## src/verilog/fsp_pkg.sv

```systemverilog
// Constants, types and step encodings for the flash sector-protect host controller.
// Behaviour
// RL1 - With output enable high the flash floats its data pins; host drives only then.
// RL2 - Thirty-two 64 Kbyte sectors, index taken from address bits 20 to 16.
// RL3 - Eight protection groups of four sectors, index from address bits 20 to 18.
// RL4 - Flash refuses program and erase inside a protected group.
// RL5 - Unprotecting a group makes program and erase possible again.
// RL6 - Flash is delivered with every group unprotected.
// RL7 - High-voltage identify: bit nine at high voltage, bits 6 and 1 low, bit 0 picks code.
// RL8 - Protection check: group on bits 20-18, bit 1 high, bit 0 low; one or 00h.
// RL9 - Identification values are read with an ordinary read cycle.
// RL10 - Flash also gives identification through an unlock command sequence.
// RL11 - High voltage on the reset pin enters temporary unprotect.
// RL12 - Removing that voltage restores all previous protection.
// RL13 - Below the lockout supply threshold the flash ignores writes and resets.
// RL14 - Control pulses under about 5 ns start no write cycle.
// RL15 - Write only with chip select and write enable low and output enable high.
// RL16 - Write enable low during power-up must not yield a command.
// RL17 - Flash resets itself to array read at power-up.
// RL18 - Program and erase only after unlock cycles issued by the host.
// RL19 - Above the threshold the host holds controls where no stray write forms.
// RL20 - Flash takes address on the later falling and data on the earlier rising edge.
// RL21 - A wrong command sequence returns the flash to array read.
// RL22 - Flash keeps eight protection flags and checks the group before program or erase.
package fsp_pkg;

  // ********************************************************
  // Timing
  // ********************************************************
  localparam int CLK_MHZ = 100;
  localparam int T_SETUP_NS = 20;
  localparam int T_WP_NS = 40;
  localparam int T_ACC_NS = 90;
  localparam int T_GAP_NS = 30;
  localparam int T_VID_NS = 4000;
  localparam int T_BUSY_NS = 100;
  localparam int SYNC_LAT = 2;
  localparam int C_SETUP = (T_SETUP_NS * CLK_MHZ + 999) / 1000;
  localparam int C_WP = (T_WP_NS * CLK_MHZ + 999) / 1000;
  localparam int C_ACC = (T_ACC_NS * CLK_MHZ + 999) / 1000 + SYNC_LAT;
  localparam int C_GAP = (T_GAP_NS * CLK_MHZ + 999) / 1000;
  localparam int C_VID = (T_VID_NS * CLK_MHZ + 999) / 1000;
  localparam int C_BUSY = (T_BUSY_NS * CLK_MHZ + 999) / 1000;
  localparam int CNT_W = 10;

  // ********************************************************
  // Addresses and command bytes
  // ********************************************************
  localparam int ADDR_W = 21;
  localparam int SECTOR_LSB = 16;
  localparam int GROUP_LSB = 18;
  localparam int ID_SEL_BIT = 0;
  localparam int ID_PROT_BIT = 1;
  localparam int ID_A6_BIT = 6;
  localparam logic [20:0] UNLOCK_A1 = 21'h00_0555;
  localparam logic [20:0] UNLOCK_A2 = 21'h00_02AA;
  localparam logic [7:0] CMD_UNLOCK1 = 8'hAA;
  localparam logic [7:0] CMD_UNLOCK2 = 8'h55;
  localparam logic [7:0] CMD_PROGRAM = 8'hA0;
  localparam logic [7:0] CMD_IDENT = 8'h90;
  localparam logic [7:0] CMD_RESET = 8'hF0;
  localparam logic [7:0] RDATA_RST = 8'h00;

  // ********************************************************
  // Types
  // ********************************************************
  typedef enum logic [2:0] {
    OP_READ = 3'h0,
    OP_WRITE = 3'h1,
    OP_PROGRAM = 3'h2,
    OP_ID_HV = 3'h3,
    OP_ID_CMD = 3'h4,
    OP_RESET = 3'h5,
    OP_UNPROT_ON = 3'h6,
    OP_UNPROT_OFF = 3'h7
  } fsp_op_e;

  typedef struct packed {
    fsp_op_e op;
    logic [20:0] addr;
    logic [7:0] data;
  } fsp_req_s;

  typedef struct packed {
    logic is_rd;
    logic last;
    logic [20:0] addr;
    logic [7:0] data;
  } fsp_step_s;

  typedef enum logic [5:0] {
    S_IDLE = 6'b00_0001,
    S_SETUP = 6'b00_0010,
    S_PULSE = 6'b00_0100,
    S_GAP = 6'b00_1000,
    S_WAIT = 6'b01_0000,
    S_HOLD = 6'b10_0000
  } fsp_state_e;

endpackage

```

## src/verilog/fsp_host.sv

```systemverilog
// Host-side bus controller that drives a parallel flash through its pins.
module fsp_host
  import fsp_pkg::*;
(
  input wire logic clk,
  input wire logic rst,
  input wire logic ce,
  input wire logic req_valid,
  output logic req_ready,
  input wire fsp_req_s req,
  output logic resp_valid,
  output logic [7:0] resp_data,
  input wire logic supply_ok,
  input wire logic operation_done_n,
  output logic flash_ce_n,
  output logic flash_oe_n,
  output logic flash_we_n,
  output logic flash_reset_n,
  output logic reset_hv_en,
  output logic a9_hv_en,
  output logic [20:0] flash_addr,
  output logic [7:0] data_pins_o,
  output logic data_pins_oe_n,
  input wire logic [7:0] data_pins_i
);

  // ********************************************************
  // Input synchronisers
  // ********************************************************
  logic [7:0] din_s1_r;
  logic [7:0] din_s2_r;
  logic sup_s1_r;
  logic sup_s2_r;
  logic done_s1_r;
  logic done_s2_r;

  always_ff @(posedge clk) begin
    if (rst) begin
      din_s1_r <= 8'h00;
      din_s2_r <= 8'h00;
      sup_s1_r <= 1'b0;
      sup_s2_r <= 1'b0;
      done_s1_r <= 1'b1;
      done_s2_r <= 1'b1;
    end else if (ce) begin
      din_s1_r <= data_pins_i;
      din_s2_r <= din_s1_r;
      sup_s1_r <= supply_ok;
      sup_s2_r <= sup_s1_r;
      done_s1_r <= operation_done_n;
      done_s2_r <= done_s1_r;
    end
  end

  // ********************************************************
  // Step table
  // ********************************************************
  // Identify reads force bit 6 low and keep the caller's bits 20-18, 1 and 0.
  function automatic fsp_step_s step_of(input fsp_op_e op, input logic [2:0] n,
                                        input logic [20:0] a, input logic [7:0] d);
    fsp_step_s s;
    logic [20:0] ida;
    s = '{is_rd: 1'b0, last: 1'b1, addr: a, data: d};
    ida = a;
    ida[ID_A6_BIT] = 1'b0; // see RL7
    case (op)
      OP_READ: begin
        s.is_rd = 1'b1;
      end
      OP_ID_HV: begin
        s.is_rd = 1'b1; // see RL9
        s.addr = ida; // see RL8
      end
      OP_RESET: begin
        s.data = CMD_RESET;
      end
      OP_PROGRAM, OP_ID_CMD: begin
        s.last = 1'b0;
        if (n == 3'd0) begin
          s.addr = UNLOCK_A1; // see RL18
          s.data = CMD_UNLOCK1;
        end else if (n == 3'd1) begin
          s.addr = UNLOCK_A2;
          s.data = CMD_UNLOCK2;
        end else if (n == 3'd2) begin
          s.addr = UNLOCK_A1;
          s.data = (op == OP_PROGRAM) ? CMD_PROGRAM : CMD_IDENT; // see RL10
        end else if (op == OP_PROGRAM) begin
          s.last = 1'b1;
        end else if (n == 3'd3) begin
          s.is_rd = 1'b1;
          s.addr = ida;
        end else begin
          s.data = CMD_RESET; // see RL21
          s.last = 1'b1;
        end
      end
      default: begin
        s.last = 1'b1;
      end
    endcase
    return s;
  endfunction

  // ********************************************************
  // Sequencer
  // ********************************************************
  fsp_state_e state_r;
  fsp_state_e state_nxt;
  fsp_req_s cur_r;
  logic [2:0] step_r;
  logic [CNT_W-1:0] cnt_r;
  logic [CNT_W-1:0] cnt_nxt;
  logic [7:0] rdata_r;
  logic rd_phase_r;
  logic wr_phase_r;
  logic hv_r;
  logic a9hv_r;
  logic resp_r;
  fsp_step_s stp;
  wire logic take = req_valid && req_ready;
  wire logic cnt_done = (cnt_r == '0);
  wire logic is_unprot = (req.op == OP_UNPROT_ON) || (req.op == OP_UNPROT_OFF);

  assign stp = step_of(cur_r.op, step_r, cur_r.addr, cur_r.data);
  // Nothing is started until the supply has been seen good through the synchroniser.
  assign req_ready = (state_r == S_IDLE) && sup_s2_r; // see RL19

  always_comb begin
    state_nxt = state_r;
    cnt_nxt = cnt_done ? cnt_r : cnt_r - 1'b1;
    case (state_r)
      S_IDLE: begin
        if (take && (is_unprot || req.op == OP_ID_HV)) begin
          state_nxt = S_HOLD;
          cnt_nxt = CNT_W'(C_VID);
        end else if (take) begin
          state_nxt = S_SETUP;
          cnt_nxt = CNT_W'(C_SETUP);
        end
      end
      S_HOLD: begin
        if (cnt_done && cur_r.op == OP_ID_HV) begin
          state_nxt = S_SETUP;
          cnt_nxt = CNT_W'(C_SETUP);
        end else if (cnt_done) begin
          state_nxt = S_IDLE;
        end
      end
      S_SETUP: begin
        if (cnt_done) begin
          state_nxt = S_PULSE;
          cnt_nxt = stp.is_rd ? CNT_W'(C_ACC) : CNT_W'(C_WP); // see RL14
        end
      end
      S_PULSE: begin
        if (cnt_done) begin
          state_nxt = S_GAP;
          cnt_nxt = CNT_W'(C_GAP);
        end
      end
      S_GAP: begin
        if (cnt_done && !stp.last) begin
          state_nxt = S_SETUP;
          cnt_nxt = CNT_W'(C_SETUP);
        end else if (cnt_done && cur_r.op == OP_PROGRAM) begin
          state_nxt = S_WAIT;
          cnt_nxt = CNT_W'(C_BUSY);
        end else if (cnt_done) begin
          state_nxt = S_IDLE;
        end
      end
      S_WAIT: begin
        if (cnt_done && done_s2_r) begin
          state_nxt = S_IDLE;
        end
      end
      default: begin
        state_nxt = S_IDLE;
      end
    endcase
  end

  wire logic finish = (state_r != S_IDLE) && (state_nxt == S_IDLE);
  wire logic pulse_end = (state_r == S_PULSE) && cnt_done;

  always_ff @(posedge clk) begin
    if (rst) begin
      state_r <= S_IDLE;
      cnt_r <= '0;
      cur_r <= '0;
      step_r <= 3'd0;
      rdata_r <= RDATA_RST;
      resp_r <= 1'b0;
      hv_r <= 1'b0;
      a9hv_r <= 1'b0;
      rd_phase_r <= 1'b0;
      wr_phase_r <= 1'b0;
    end else if (ce) begin
      state_r <= state_nxt;
      cnt_r <= cnt_nxt;
      resp_r <= finish;
      if (take) begin
        cur_r <= req;
        step_r <= 3'd0;
      end
      if (take && req.op == OP_UNPROT_ON) begin
        hv_r <= 1'b1; // see RL11
      end else if (take && req.op == OP_UNPROT_OFF) begin
        hv_r <= 1'b0; // see RL12
      end
      if (take) begin
        a9hv_r <= (req.op == OP_ID_HV); // see RL7
      end else if (finish) begin
        a9hv_r <= 1'b0;
      end
      if (pulse_end && stp.is_rd) begin
        rdata_r <= din_s2_r; // see RL9
      end
      if ((state_r == S_GAP) && cnt_done && !stp.last) begin
        step_r <= step_r + 3'd1;
      end
      rd_phase_r <= (state_nxt == S_PULSE) && stp.is_rd;
      // Write enable and chip select fall together and rise together, so the flash
      // sees one edge pair for address and data capture.
      wr_phase_r <= (state_nxt == S_PULSE) && !stp.is_rd; // see RL20
    end
  end

  // ********************************************************
  // Pin drive
  // ********************************************************
  logic [20:0] addr_r;
  logic [7:0] dout_r;
  logic doe_n_r;

  always_ff @(posedge clk) begin
    if (rst) begin
      addr_r <= '0;
      dout_r <= 8'h00;
      doe_n_r <= 1'b1;
    end else if (ce) begin
      addr_r <= (state_nxt == S_IDLE) ? addr_r : stp.addr;
      dout_r <= stp.data;
      // Data is driven across setup, pulse and gap of a write only, never while output
      // enable is low, so host and flash never fight on the data pins.
      doe_n_r <= !((state_nxt == S_SETUP || state_nxt == S_PULSE || state_nxt == S_GAP)
                   && !stp.is_rd && !(state_r == S_IDLE)); // see RL1
    end
  end

  // Chip select, output and write enable stay high through reset and while the supply
  // is not yet good, so no write can form during power-up.
  assign flash_we_n = !(wr_phase_r && sup_s2_r); // see RL15 RL16
  assign flash_oe_n = !(rd_phase_r && sup_s2_r) || wr_phase_r; // see RL15
  assign flash_ce_n = !((rd_phase_r || wr_phase_r) && sup_s2_r);
  assign flash_reset_n = sup_s2_r; // see RL13 RL17
  assign reset_hv_en = hv_r && sup_s2_r;
  assign a9_hv_en = a9hv_r;
  assign flash_addr = addr_r;
  assign data_pins_o = dout_r;
  assign data_pins_oe_n = doe_n_r || rd_phase_r;
  assign resp_valid = resp_r;
  assign resp_data = rdata_r;

endmodule

```

## config.mk

```make
export PLATFORM = sky130hd
export DESIGN_NAME = fsp_host
export DESIGN_NICKNAME = d
export VERILOG_FILES = /design/src/verilog/fsp_pkg.sv /design/src/verilog/fsp_host.sv
export SDC_FILE = /design/constraint.sdc
export NUM_CORES = 1
export LEC_CHECK = 0
export ABC_AREA = 1
export BUFFER_PORTS_ARGS = -buffer_cell sky130_fd_sc_hd__buf_2
export CELL_PAD_IN_SITES_DETAIL_PLACEMENT = 1
export CELL_PAD_IN_SITES_GLOBAL_PLACEMENT = 1
export CORE_ASPECT_RATIO = 1.4
export CORE_UTILIZATION = 23
export CTS_CLUSTER_DIAMETER = 60
export CTS_CLUSTER_SIZE = 24
export DETAILED_ROUTE_END_ITERATION = 8
export PLACE_DENSITY_LB_ADDON = 0.08
export REMOVE_ABC_BUFFERS = 1
export SLEW_MARGIN = 20
export SYNTH_ARGS = -nofsm -noshare
export SYNTH_HDL_FRONTEND = slang
export SYNTH_SLANG_ARGS = --single-unit
```

## constraint.sdc

```tcl
create_clock -name clk -period 2.95 [get_ports clk]
set_clock_uncertainty 0.2 [all_clocks]
set_input_delay 0.59 -clock clk [delete_from_list [all_inputs] [get_ports clk]]
set_output_delay 0.59 -clock clk [all_outputs]
set_load 0.005 [all_outputs]
```

==> implementation parameters <==
Parameter                              Value

Drt
  Detailed Routing Iterations Pass 1    4
  Number of DRC violations after detailed-routing iteration 0    136
  Routed via count divided by cell count    between 4 and 5
  Post-route antenna net violation count    0
  Total DRC errors in the routed layout    0
  Total detailed-routing wirelength    approximately 18000 um
  Via Count    5335
  Routed wire length per instance    around 16 um

Setup path
  Cell repeated most along the worst path    nand2_1
  Path depth of the worst reg2reg path    12
  Startpoint class of the critical path    register
  Data arrival, critical path    2.69 ns
  Worst endpoint required time    a little over 3 ns
  Endpoint type of the worst setup path    register
  Critical path class    reg -> reg
  End of the worst register-to-register path    flash_addr[0]
  Launch instance of the worst register-to-register path    cnt_r[0]
  Peak per-stage delay on the critical path    approximately 0.41 ns
  Reg-to-reg slack, setup    0.41 ns
  Critical path's slowest cell    nand3_4
  Critical-path maximum fanout    24
  Ordered cell list for the critical path    inv_1 > ha_1 > nand2_1 > inv_2 > nand2_2 > nor2_4 > nand2_1 > nand4_2 > nand2_4 > nand3_4 > nand2_1 > a21oi_1

Power
  Logic pwr share    roughly 14%
  Internal power    2935 uW
  Clock share of power    45.1%
  Max IR drop VDD    a little over 0.0004 V
  Switching share of power    28.36%
  Relative contribution of sequential cells to total power    between 40% and 50%
  Total power divided by cell area    604.0 nW/um^2
  Static leakage    about 0.0028 uW
  Psw    between 1000 and 1500 uW

Synthesis
  Share of the synthesized area in the top cell type    41.23%
  Proportion of synthesized chip area in sequential cells    41.23%
  Most used DFF post-synth    dfxtp_1
  Post-synthesis cell count    around 750
  Synth warn    0
  Largest area contributor in the synthesized netlist    dfxtp_1
  Synthesis-stage register bit count    114
  Post-synthesis cell area    about 5500 um^2
  Share of flip-flops with an asynchronous set or reset    0%
  Number of synthesized flops with an enable pin    0
  Top post-synthesis cells by area    dfxtp_1, o21ai_0, a21oi_1
  Unique masters post-synth    40
  Average cell area after synthesis    about 7.4 um^2

Cells and area
  Diodes inserted    0
  NumNets Final    about 880
  Final core utilization    between 20% and 30%
  Most frequent cells in the layout    dfxtp_1, o21ai_0, buf_2
  Final non-filler cell total    1147
  Synth-to-layout area growth    22.54%
  Filler instances    approximately 2900
  Share of final-layout standard cells stronger than drive strength 1    24.61%
  Leading cell type in the layout, fill and taps excluded    dfxtp_1
  Design Area, Final    approximately 6800 um^2

Timing
  Post-route fraction of the period consumed by the critical path    about 86%
  Final setup violation count    0
  Max-slew violation count    0
  Worst slew margin    between 50% and 60%
  Count of final hold-check violations    0
  Final critical path time including I/O delays and setup    2.542 ns
  Worst Max-Slew Pin Slew    roughly 0.64 ns
  Maximum clock rate    393.4 MHz
  Setup total negative slack    0 ns
  Setup repair after global routing missed its margin    false

Worst hold path
  Worst Hold End    cur_r[7]
  HP Class    in -> reg
  Startpoint of the worst hold path    req[7]
  Worst hold path depth    3

Global routing
  Via count of the first global-routing pass    5564
  Pin count of the biggest net entering global routing    54
  Total gr overflow    0
  Initial antenna violation count    0
  GRT Util Overall    around 16%
  First-pass GRT wire length    29530 um

Clock tree
  Number of buffers on the longest clock path    2
  Resized cells post-CTS    0
  Root Buffer    clkbuf_16
  Post-CTS Setup Bufs    0
  Number of buffers added by the clock tree synthesis step    17
  Clock net sink count    around 110
  CTS tree    done
  Clock slew at the register clock pins of the worst setup and hold paths    approximately 0.05 ns
  Number of buffers inserted by hold repair at cts    0
  Maximum level of the CTS H-tree    4
  Later-pin clock latency in the skew report    0.42 ns

Place
  Buffers on Ports    between 90 and 100
  Placer's final routability congestion estimate    ~0.79
  Placed cell area    roughly 6300 um^2
  Estimated wirelength of the detail-placed design    around 13000 um
  Number of placed instances, taps included    ~1100

Outcome
  Result of the run    completed

Flow run
  Maximum Capacitance Violations    0

Die
  Area of the die    roughly 25000 um^2
  Placeable core region    approximately 23000 um^2
  Initial standard-cell utilization of the core    23.60%
  Row cnt    66
  I/O pin cnt    92
  Die X-Extent    between 100 and 150 um
  Die height    between 150 and 200 um
## area by class of cell
| cell class | count | area [um^2] | area share [%] |
|---|---|---|---|
| clock buffers | 23 | 488.0 | 7.194 |
| multi-input cells | 504 | 2685 | 39.59 |
| inverters | 91 | 341.6 | 5.036 |
| flip-flops and latches | 114 | 2282 | 33.65 |
| repair buffers | 103 | 570.5 | 8.412 |
| clock inverters | 6 | 32.53 | 0.4796 |
| well taps | 306 | 382.9 | 5.645 |
## cell families after synthesis
| group | synth area share [%] |
|---|---|
| buffers and inverters | 10.26 |
| AOI/OAI and AO/OA | 22.26 |
| and+or+nand+nor | 24.50 |
| adders and majority gates | 1.582 |
| DFF | 41.23 |
| xor gates and xnor gates | 0.1583 |
## registers in the layout, summed over array words and instances (netlist names), 3 cells and up
signal	cells
flash_addr	21
data_pins_o	8
cnt_r	10
cur_r	32
state_r	6
resp_data	8
din_s2_r	8
step_r	3
din_s1_r	8
## synthesized netlist by cell type (7+ instances only)
master / instances
a21oi_1: 73
clkbuf_1: 25
ha_1: 7
buf_2: 8
nand2_2: 28
o21ai_0: 102
nor2_1: 89
a21oi_2: 20
nand4_1: 29
dfxtp_1: 114
inv_1: 83
nand2_1: 78
nand3_1: 21
## how the worst max path moves through the flow
| stage | startpoint | depth (start not counted) | end | slack, ns |
|---|---|---|---|---|
| after floorplan | req_valid | 7 | step_r[1] | 0.63 |
| after global placement | cur_r[31] | 12 | flash_addr[0] | 0.44 |
| after detailed placement | cnt_r[0] | 13 | flash_addr[0] | 0.37 |
| after CTS | cnt_r[0] | 13 | flash_addr[0] | 0.35 |
| after global routing | cnt_r[0] | 13 | flash_addr[0] | 0.14 |
| final | cnt_r[0] | 12 | flash_addr[0] | 0.41 |
## stage by stage
| stage | setup slack [ns] | total power [uW] | hold WS, ns |
|---|---|---|---|
| 2_1_floorplan | 0.6250 | 2059 | 0.2258 |
| 3_3_place_gp | 0.4383 | 2277 | 0.2291 |
| 3_5_place_dp | 0.3656 | 2293 | 0.2368 |
| 4_1_cts | 0.3541 | 4185 | 0.1641 |
| 5_1_grt | 0.1445 | 4313 | 0.1733 |
| 6_report | 0.4080 | 4097 | 0.1759 |
## routing by layer
| layer | wire [um] | GRT usage, % | share of wire [%] | vias up |
|---|---|---|---|---|
| met1 | 7582 | 16.50 | 41 | 2599 |
| met5 | 0 | 0 | 0 | - |
| met4 | 238 | 5.182 | 1.3 | 0 |
| met2 | 9999 | 30.30 | 55 | 66 |
| met3 | 474 | 3.159 | 2.6 | 16 |
| li1 | - | - | - | 2654 |
## power groups by stage
stage	Sequential (uW)	Combinational [uW]	Clock, uW
finish	1660	593	1850
global route	1670	667	1980
CTS	1660	607	1920
detailed placement	1690	605	0
global placement	1690	590	0
floorplan	1670	384	0
## critical path: cells and delay by family (launching register included)
family          cells  cell delay [ns]
buf+inv             2             0.17
simple gates        8             1.46
flops               1             0.32
fa+ha+maj           1             0.18
compound gates      1             0.14
(Power assumes the default switching activity.)
